**src/rtl/ilr_pkg.sv**
```systemverilog
// constants and types for the port ingress rate limiter
// assumes a 250 MHz core clock and apb register access
package ilr_pkg;

    // register indices; byte address is four times the index
    localparam logic [7:0]  IDX_CFG      = 8'h03;
    localparam logic [7:0]  IDX_PRIO0    = 8'h10;
    localparam logic [7:0]  IDX_PRIO7    = 8'h17;
    localparam logic [7:0]  IDX_STATUS   = 8'h20;
    localparam int          NUM_PRIO     = 8;
    localparam int          ADDR_W       = 12;

    // configuration field positions
    localparam int          CFG_PORT_BIT = 6;
    localparam int          CFG_PPS_BIT  = 5;
    localparam int          CFG_FC_BIT   = 4;
    localparam int          CFG_MODE_HI  = 3;
    localparam int          CFG_MODE_LO  = 2;
    localparam int          CFG_IFG_BIT  = 1;
    localparam int          CFG_PRE_BIT  = 0;
    localparam logic [7:0]  CFG_MASK     = 8'h7F;
    localparam logic [7:0]  CFG_RESET    = 8'h00;
    localparam logic [6:0]  CODE_RESET   = 7'h00;

    // per-frame overhead and packet cost
    localparam logic [15:0] IFG_BYTES    = 16'h000C;
    localparam logic [15:0] PRE_BYTES    = 16'h0008;
    localparam logic [31:0] PKT_COST     = 32'h0000_03E8;

    // credit refill period: rates are kb/s or packets/s, credit is bits
    // or millipackets per refill of one millisecond
    localparam int          CLK_PERIOD_NS  = 4;
    localparam int          REFILL_PERIOD_NS = 1000000;
    localparam int          REFILL_CYCLES  = REFILL_PERIOD_NS / CLK_PERIOD_NS;

    localparam int          RATE_W       = 21;
    localparam int          CRED_W       = 32;

    typedef enum logic [1:0]
    {
        SPD_10   = 2'b00,
        SPD_100  = 2'b01,
        SPD_1000 = 2'b10,
        SPD_RSVD = 2'b11
    } ilr_speed_t;

    typedef enum logic [1:0]
    {
        LIM_ALL       = 2'b00,
        LIM_BMF       = 2'b01,
        LIM_BM        = 2'b10,
        LIM_BCAST     = 2'b11
    } ilr_limit_t;

endpackage : ilr_pkg

```
**src/rtl/ilr_rate_decode.sv**
```systemverilog
// rate code decoder: 7-bit code to a rate in kb/s or packets/s
// combinational; speed and mode come from the limiter
`timescale 1ns/100ps
module ilr_rate_decode
    import ilr_pkg::*;
(
    // selection
    input  wire logic [6:0]        code,
    input  wire logic [1:0]        speed,
    input  wire logic              ppsMode,
    // result
    output logic      [RATE_W-1:0] rate
);

    logic [RATE_W-1:0] c;
    logic [RATE_W-1:0] lowIdx;

    always_comb
    begin
        c      = {{(RATE_W-7){1'b0}}, code};
        lowIdx = c - 21'd101;
        rate   = 21'd0;
        if (code == 7'd0)
        begin
            case (speed)
                SPD_10:  rate = ppsMode ? 21'd19200  : 21'd10000;
                SPD_100: rate = ppsMode ? 21'd192000 : 21'd100000;
                default: rate = ppsMode ? 21'd1920000 : 21'd1000000;
            endcase
        end
        else if (code <= 7'd10)
        begin
            if (!ppsMode)
                rate = c * 21'd1000;
            else if (speed == SPD_10 || speed == SPD_100)
                rate = c * 21'd1920;
            else
                rate = c * 21'd19200;
        end
        else if (code <= 7'd100)
        begin
            case (speed)
                // codes 11 to 100 are undefined at 10 Mb/s; line rate is used in both modes
                SPD_10:  rate = ppsMode ? 21'd19200 : 21'd10000;
                SPD_100: rate = ppsMode ? c * 21'd1920 : c * 21'd1000;
                default: rate = ppsMode ? c * 21'd19200 : c * 21'd10000;
            endcase
        end
        else if (code <= 7'd115)
        begin
            if (ppsMode)
            begin
                rate = (lowIdx == 21'd0) ? 21'd64 : lowIdx * 21'd128;
                if (speed != SPD_10 && speed != SPD_100)
                    rate = rate * 21'd10;
            end
            else
            begin
                case (speed)
                    SPD_10:  rate = (lowIdx + 21'd1) * 21'd64;
                    SPD_100: rate = (lowIdx < 21'd3) ? (lowIdx + 21'd1) * 21'd640
                                                     : (lowIdx + 21'd1) * 21'd64;
                    default: rate = (lowIdx + 21'd1) * 21'd640;
                endcase
            end
        end
        else
        begin
            // codes above the table fall back to 64, the slowest 10 Mb/s entry, at every speed
            rate = ppsMode ? 21'd64 : 21'd64;
        end
    end

endmodule : ilr_rate_decode

```
**src/rtl/ilr_limiter.sv**
```systemverilog
// port ingress rate limiter: apb registers, per-priority token buckets
// assumes frame descriptors from the receive mac, one cycle per frame
//
// The placing of the registers and the APB interface to the registers were chosen for this implementation.
`timescale 1ns/100ps
module ilr_limiter
    import ilr_pkg::*;
#(
    parameter int          REFILL_CYC   = REFILL_CYCLES,
    parameter logic [31:0] BURST_CREDIT = 32'h0003_0D40
)
(
    // clock and reset
    input  wire logic              clk,
    input  wire logic              rstn,
    // apb slave
    input  wire logic              psel,
    input  wire logic              penable,
    input  wire logic              pwrite,
    input  wire logic [ADDR_W-1:0] paddr,
    input  wire logic [31:0]       pwdata,
    output logic                   pready,
    output logic      [31:0]       prdata,
    output logic                   pslverr,
    // port state
    input  wire logic [1:0]        linkSpeed,
    input  wire logic              portFcEnable,
    // frame descriptor from receive mac
    input  wire logic              frameValid,
    input  wire logic [13:0]       frameLen,
    input  wire logic [2:0]        framePrio,
    input  wire logic              frameBcast,
    input  wire logic              frameMcast,
    input  wire logic              frameFlood,
    // verdict
    output logic                   framePass,
    output logic                   frameDrop,
    output logic                   flowCtrl
);

    ////////////////////////////////////////////////////////////////////////
    // register decode

    // returns 0 cfg, 1..8 prio codes, 9 status, 15 unmapped
    function automatic logic [3:0] regSel(input logic [ADDR_W-1:0] a);
        logic [7:0] idx;
        idx = a[9:2];
        if (a[1:0] != 2'b00 || a[ADDR_W-1:10] != '0)
            regSel = 4'hF;
        else if (idx == IDX_CFG)
            regSel = 4'h0;
        else if (idx >= IDX_PRIO0 && idx <= IDX_PRIO7)
            regSel = 4'(idx - IDX_PRIO0) + 4'h1;
        else if (idx == IDX_STATUS)
            regSel = 4'h9;
        else
            regSel = 4'hF;
    endfunction : regSel

    logic [7:0]        cfg_q;
    logic [6:0]        staged_q [NUM_PRIO];
    logic [6:0]        active_q [NUM_PRIO];
    logic [NUM_PRIO-1:0] exhausted;
    logic [3:0]        sel;
    logic              wrEn;

    assign sel  = regSel(paddr);
    // write lands at the completing access edge only
    assign wrEn = psel && penable && pready && pwrite;

    ////////////////////////////////////////////////////////////////////////
    // apb handshake: no wait states, pready in the first access cycle, keeps outputs registered

    always_ff @(posedge clk or negedge rstn)
    begin
        if (!rstn)
        begin
            pready  <= 1'b0;
            prdata  <= 32'h0000_0000;
            pslverr <= 1'b0;
        end
        else
        begin
            pready  <= psel && !penable;
            pslverr <= psel && !penable && (sel == 4'hF);
            if (psel && !penable)
            begin
                if (sel == 4'h0)
                    prdata <= {24'h00_0000, cfg_q & CFG_MASK};
                else if (sel >= 4'h1 && sel <= 4'h8)
                    prdata <= {25'h000_0000, staged_q[3'(sel - 4'h1)]};
                else if (sel == 4'h9)
                    prdata <= {16'h0000, exhausted, 7'h00, flowCtrl};
                else
                    prdata <= 32'h0000_0000;
            end
        end
    end

    ////////////////////////////////////////////////////////////////////////
    // configuration and limit codes

    always_ff @(posedge clk or negedge rstn)
    begin
        if (!rstn)
            cfg_q <= CFG_RESET;
        else if (wrEn && sel == 4'h0)
            cfg_q <= pwdata[7:0] & CFG_MASK;
    end

    // codes are staged; a priority 7 write commits all eight at once
    always_ff @(posedge clk or negedge rstn)
    begin
        if (!rstn)
        begin
            for (int i = 0; i < NUM_PRIO; i++)
            begin
                staged_q[i] <= CODE_RESET;
                active_q[i] <= CODE_RESET;
            end
        end
        else if (wrEn && sel >= 4'h1 && sel <= 4'h8)
        begin
            staged_q[3'(sel - 4'h1)] <= pwdata[6:0];
            if (sel == 4'h8)
            begin
                for (int i = 0; i < NUM_PRIO - 1; i++)
                    active_q[i] <= staged_q[i];
                active_q[NUM_PRIO-1] <= pwdata[6:0];
            end
        end
    end

    ////////////////////////////////////////////////////////////////////////
    // config fields

    logic       portMode;
    logic       ppsMode;
    logic       rlFcEn;
    logic [1:0] limMode;
    logic       fcActive;

    assign portMode = cfg_q[CFG_PORT_BIT];
    assign ppsMode  = cfg_q[CFG_PPS_BIT];
    assign rlFcEn   = cfg_q[CFG_FC_BIT];
    assign limMode  = cfg_q[CFG_MODE_HI:CFG_MODE_LO];
    // needs port flow control as well
    assign fcActive = rlFcEn && portFcEnable;

    ////////////////////////////////////////////////////////////////////////
    // refill divider

    logic [31:0] refillCnt_q;
    logic        refill;

    assign refill = (refillCnt_q == 32'(REFILL_CYC - 1));

    always_ff @(posedge clk or negedge rstn)
    begin
        if (!rstn)
            refillCnt_q <= 32'h0000_0000;
        else if (refill)
            refillCnt_q <= 32'h0000_0000;
        else
            refillCnt_q <= refillCnt_q + 32'h0000_0001;
    end

    ////////////////////////////////////////////////////////////////////////
    // rate decode, one per bucket

    logic [RATE_W-1:0] rate [NUM_PRIO];

    for (genvar g = 0; g < NUM_PRIO; g++)
    begin : g_dec
        ilr_rate_decode u_dec
        (
            .code    (active_q[g]),
            .speed   (linkSpeed),
            .ppsMode (ppsMode),
            .rate    (rate[g])
        );
    end

    ////////////////////////////////////////////////////////////////////////
    // frame classification and cost

    logic        counted;
    logic [2:0]  bucket;
    logic [15:0] bytes;
    logic [31:0] cost;

    always_comb
    begin
        case (limMode)
            LIM_ALL:   counted = 1'b1;
            LIM_BMF:   counted = frameBcast || frameMcast || frameFlood;
            LIM_BM:    counted = frameBcast || frameMcast;
            LIM_BCAST: counted = frameBcast;
            default:   counted = 1'b1;
        endcase
    end

    // port mode uses the priority 0 code for every frame
    assign bucket = portMode ? 3'd0 : framePrio;

    always_comb
    begin
        bytes = {2'b00, frameLen};
        if (cfg_q[CFG_IFG_BIT])
            bytes = bytes + IFG_BYTES;
        if (cfg_q[CFG_PRE_BIT] && !ppsMode)
            bytes = bytes + PRE_BYTES;
        cost = ppsMode ? PKT_COST : {13'h0000, bytes, 3'b000};
    end

    ////////////////////////////////////////////////////////////////////////
    // token buckets

    logic signed [CRED_W-1:0] credit_q [NUM_PRIO];
    logic                     exceed;
    logic                     charge;
    logic                     drop;

    assign exceed = credit_q[bucket] < $signed(cost);
    // over the limit: hold off the partner if allowed, else discard
    assign drop   = frameValid && counted && exceed && !fcActive;
    assign charge = frameValid && counted && !drop;

    for (genvar g = 0; g < NUM_PRIO; g++)
    begin : g_exh
        assign exhausted[g] = credit_q[g] < 32'sd0;
    end

    always_ff @(posedge clk or negedge rstn)
    begin
        if (!rstn)
        begin
            for (int i = 0; i < NUM_PRIO; i++)
                credit_q[i] <= $signed(BURST_CREDIT);
        end
        else
        begin
            for (int i = 0; i < NUM_PRIO; i++)
            begin
                logic signed [CRED_W+1:0] nxt;
                nxt = {{2{credit_q[i][CRED_W-1]}}, credit_q[i]};
                if (refill)
                    nxt = nxt + $signed({13'h0000, rate[i]});
                if (charge && bucket == 3'(i))
                    nxt = nxt - $signed({2'b00, cost});
                // cap gives a bounded burst; floor stops runaway debt
                if (nxt > $signed({2'b00, BURST_CREDIT}))
                    nxt = $signed({2'b00, BURST_CREDIT});
                else if (nxt < -$signed({2'b00, BURST_CREDIT}))
                    nxt = -$signed({2'b00, BURST_CREDIT});
                credit_q[i] <= nxt[CRED_W-1:0];
            end
        end
    end

    ////////////////////////////////////////////////////////////////////////
    // verdict and flow control

    always_ff @(posedge clk or negedge rstn)
    begin
        if (!rstn)
        begin
            framePass <= 1'b0;
            frameDrop <= 1'b0;
        end
        else
        begin
            framePass <= frameValid && !drop;
            frameDrop <= drop;
        end
    end

    // held while any bucket is in debt; clears as refills repay it
    always_ff @(posedge clk or negedge rstn)
    begin
        if (!rstn)
            flowCtrl <= 1'b0;
        else
            flowCtrl <= fcActive && (exhausted != '0);
    end

endmodule : ilr_limiter

```
**config.mk**
```make
export PLATFORM = sky130hd
export DESIGN_NAME = ilr_limiter
export DESIGN_NICKNAME = d
export VERILOG_FILES = /design/src/rtl/ilr_pkg.sv /design/src/rtl/ilr_rate_decode.sv /design/src/rtl/ilr_limiter.sv
export SDC_FILE = /design/constraint.sdc
export NUM_CORES = 2
export LEC_CHECK = 0
export ABC_AREA = 1
export ABC_CLOCK_PERIOD_IN_PS = 19020
export BUFFER_PORTS_ARGS = -buffer_cell sky130_fd_sc_hd__buf_2
export CORE_MARGIN = 3
export CORE_UTILIZATION = 55
export DETAILED_ROUTE_END_ITERATION = 8
export HOLD_SLACK_MARGIN = 0.06
export PLACE_DENSITY = 0.71
export SLEW_MARGIN = 20
export SYNTH_ARGS = -nofsm -noshare
export SYNTH_HDL_FRONTEND = slang
export SYNTH_SLANG_ARGS = --single-unit
```
**constraint.sdc**
```tcl
create_clock -name clk -period 19.02 [get_ports clk]
set_input_delay 3.804 -clock clk [delete_from_list [all_inputs] [get_ports clk]]
set_output_delay 3.804 -clock clk [all_outputs]
set_load 0.005 [all_outputs]
```
==> qor.txt <==
status: completed
Crit. End Element: flip-flop
vias in the first global route: 91.9k
Longest Clk Path Bufs: 3
critical path class: in2reg
WHS Path Cells: 1
Final Skew: 0.0445 ns
sw frac: 52.7%
CTS sink cnt: 403
Tot GR Track Use: 38.5%
1st-pass router iterations: 9
final worst setup slack: 6.65 ns
row count: 151
combinational fraction of design power: 60.7%
Yosys cell types: 75
clock share of power: 18.1%
clk slew on worst S/H paths: 0.07 ns
DRC viols: 0
Flop pwr share: 21.2%
first-pass GRT wire length: 527000 microns
area leader, netlist: ha_1
maxcap violations: 0
TritonCTS clock tree: done
post-synth top area share: 20.1%
CTS Root Cell: clkbuf_16
H-tree Lvls: 2
total overflow reported by the global router: 0
largest cells by area after synthesis: ha_1 (20%), nand2_1 (15%), inv_1 (10%)
Post-Syn Area: 94100 sq um
Tot Pwr: 6120 uW
Die X-Extent: 420 microns
Peak VDD IR: 0.0683 mV
most used cell, CP: nand2_1
worst hold path endpoint: refillCnt_q[0]$_DFF_PN0_
pwr/cell area: 61.8 nW/um^2
NumNets Final: 16.7k
Worst EP required: 19.61 ns
Worst setup SP type: input pin
register area share after synthesis: 10.8%
# hold bufs at CTS: 0
initial antenna violation count: 12
post-detailed-placement half-perimeter wirelength: 275000 microns
Static Leak: 0.0548 uW
fin crit share: 65.1%
core area: 170000 sq um
Pint: 2890 uW
Top FF cell, synth: dfrtp_1
Boundary Pins: 110
Max Clock Freq: 80.8 MHz
top-count cell post-synth: nand2_1
Post-synth EDFFs: 0
CP max-delay cell: clkinv_1
worst-margin pin slew: 1.28 ns
Via density: 5.80
R2R setup slack: 7.96 ns
P&R area growth vs syn: 5.08%
Iteration-0 DRC Markers: 10.7k
Post-Synthesis Cells: 14.9k
RD Place Congestion: 1.07
yosys warns: 0
final core occ: 58.3%
min-delay src: refillCnt_q[0]$_DFF_PN0_
DR vias: 98.9k
post-placement worst setup slack: 6.40 ns
Worst Hold Class: reg2reg
share of post-route cells with drive strength above 1: 3.68%
switching power: 3220 uW
syn_area_per_cell: 6.33 sq um
Slew headroom: 13.5%
post-CTS resize count: 0
crit path time final: 12.37 ns
slowest stage delay, CP: 0.94 ns
filler cell count: 17.1k
die outline height: 420 microns
Num CTS Buffers: 49
Synth top cells by count: nand2_1 (3744), inv_1 (2558), ha_1 (1516)
Post-DRT Antenna Nets: 0
reg-to-reg endpoint: credit_q[163]$_DFF_PN0_
Post-Route WL: 347000 microns
Final Hold Fails: 0
Post-CTS Setup Inserts: 0
worst skew pair latency: 0.68 ns
Pins Over Slew Limit: 0
final setup TNS: 0 ns
Setup Viol. Count Final: 0
number of port buffers: 67
Post-synth ARST share: 100%
DIE AREA: 176000 sq um
CP Max Fanout: 13
RSZ-0062 raised after global routing: no
largest net degree at the start of global routing: 125
Critical R2R Launch: active_q[39]$_DFFE_PN0P_
Initial Util: 55.5%
#FFs+latches synth: 403
Wirelength per Cell: 20.3 microns
worst reg2reg path depth: 53
Critical Path AT: 12.96 ns
[cells in the final DEF, fill, tap and decap left out, types with 312 or more instances in the layout]
master and n:
nand3_1 731, fa_1 312, ha_1 1516, a21oi_1 921, inv_1 2551, o21ai_0 871, nand2_1 3740, nor2_1 1304
dfrtp_1 354, xor2_1 368
[worst max-delay path by stage]
stage / from / end / slack, ns / depth (start not counted)
CTS: linkSpeed[1] / credit_q[164]$_DFF_PN0_ / 7.08 / 41
global placement: linkSpeed[1] / credit_q[164]$_DFF_PN0_ / 6.38 / 41
floorplan: linkSpeed[1] / credit_q[134]$_DFF_PN1_ / 9.68 / 40
global route: linkSpeed[1] / credit_q[100]$_DFF_PN0_ / 6.40 / 38
finish: linkSpeed[1] / credit_q[100]$_DFF_PN0_ / 6.65 / 36
detailed placement: linkSpeed[1] / credit_q[164]$_DFF_PN0_ / 6.40 / 41
[critical path, delay by kind of cell]
family	cells	cell delay [ns]
AO/OA/AOI/OAI	10	2.44
buffers and inverters	7	2.50
adder cells (fa/ha/maj)	2	0.85
AND/OR/NAND/NOR	17	3.30
[cells by family after synthesis]
family,Yosys count,share of synthesized area [%]
buffers and inverters,2964,12.2
other,2,0.00798
adders and majority gates,1828,26.8
DFF,403,10.8
AOI/OAI and AO/OA,2572,15.8
xor gates and xnor gates,603,5.61
and+or+nand+nor,6470,28.5
muxes,34,0.391
[sequential cells by signal, indices dropped and copies added, names as in the netlist, 7 cells and up]
name and cells:
credit_q 232, refillCnt_q 32, staged_q 56, prdata 15, active_q 56, cfg_q 7
[per-layer routing]
metal | vias up | global-route usage, % | wire length [microns]
li1 | 48300 | - | -
met3 | 969 | 7.92 | 37300
met2 | 4631 | 58.3 | 143000
met1 | 45000 | 49.5 | 139000
met4 | 12 | 25.0 | 27300
met5 | - | 0 | 112
[power groups by stage]
stage	combinational, uW	sequential (uW)	clock (uW)
floorplan	2760	1170	0
global placement	3590	1300	0
detailed placement	3600	1290	0
CTS	3620	1280	1120
global route	4170	1310	1150
finish	3710	1300	1100
[stage by stage]
stage	area [sq um]	hold WS, ns	cells
5_1_grt	98900	0.502	17100
3_5_place_dp	97100	0.458	17000
3_3_place_gp	97100	0.453	17000
2_1_floorplan	94300	0.433	14900
6_report	98900	0.462	17100
4_1_cts	98900	0.467	17100
[area by class of cell]
class                   instances  area (sq um)  share of cell area (%)
multi-input cells           11500         72800                    73.6
flip-flops and latches        403         10100                    10.3
inverters                    2573          9680                    9.78
well taps                    2218          2780                    2.81
repair buffers                233          1660                    1.67
clock buffers                  64          1400                    1.42
clock inverters                27           443                   0.448
diodes                          1          2.50                 0.00253
(Power assumes the default switching activity.)
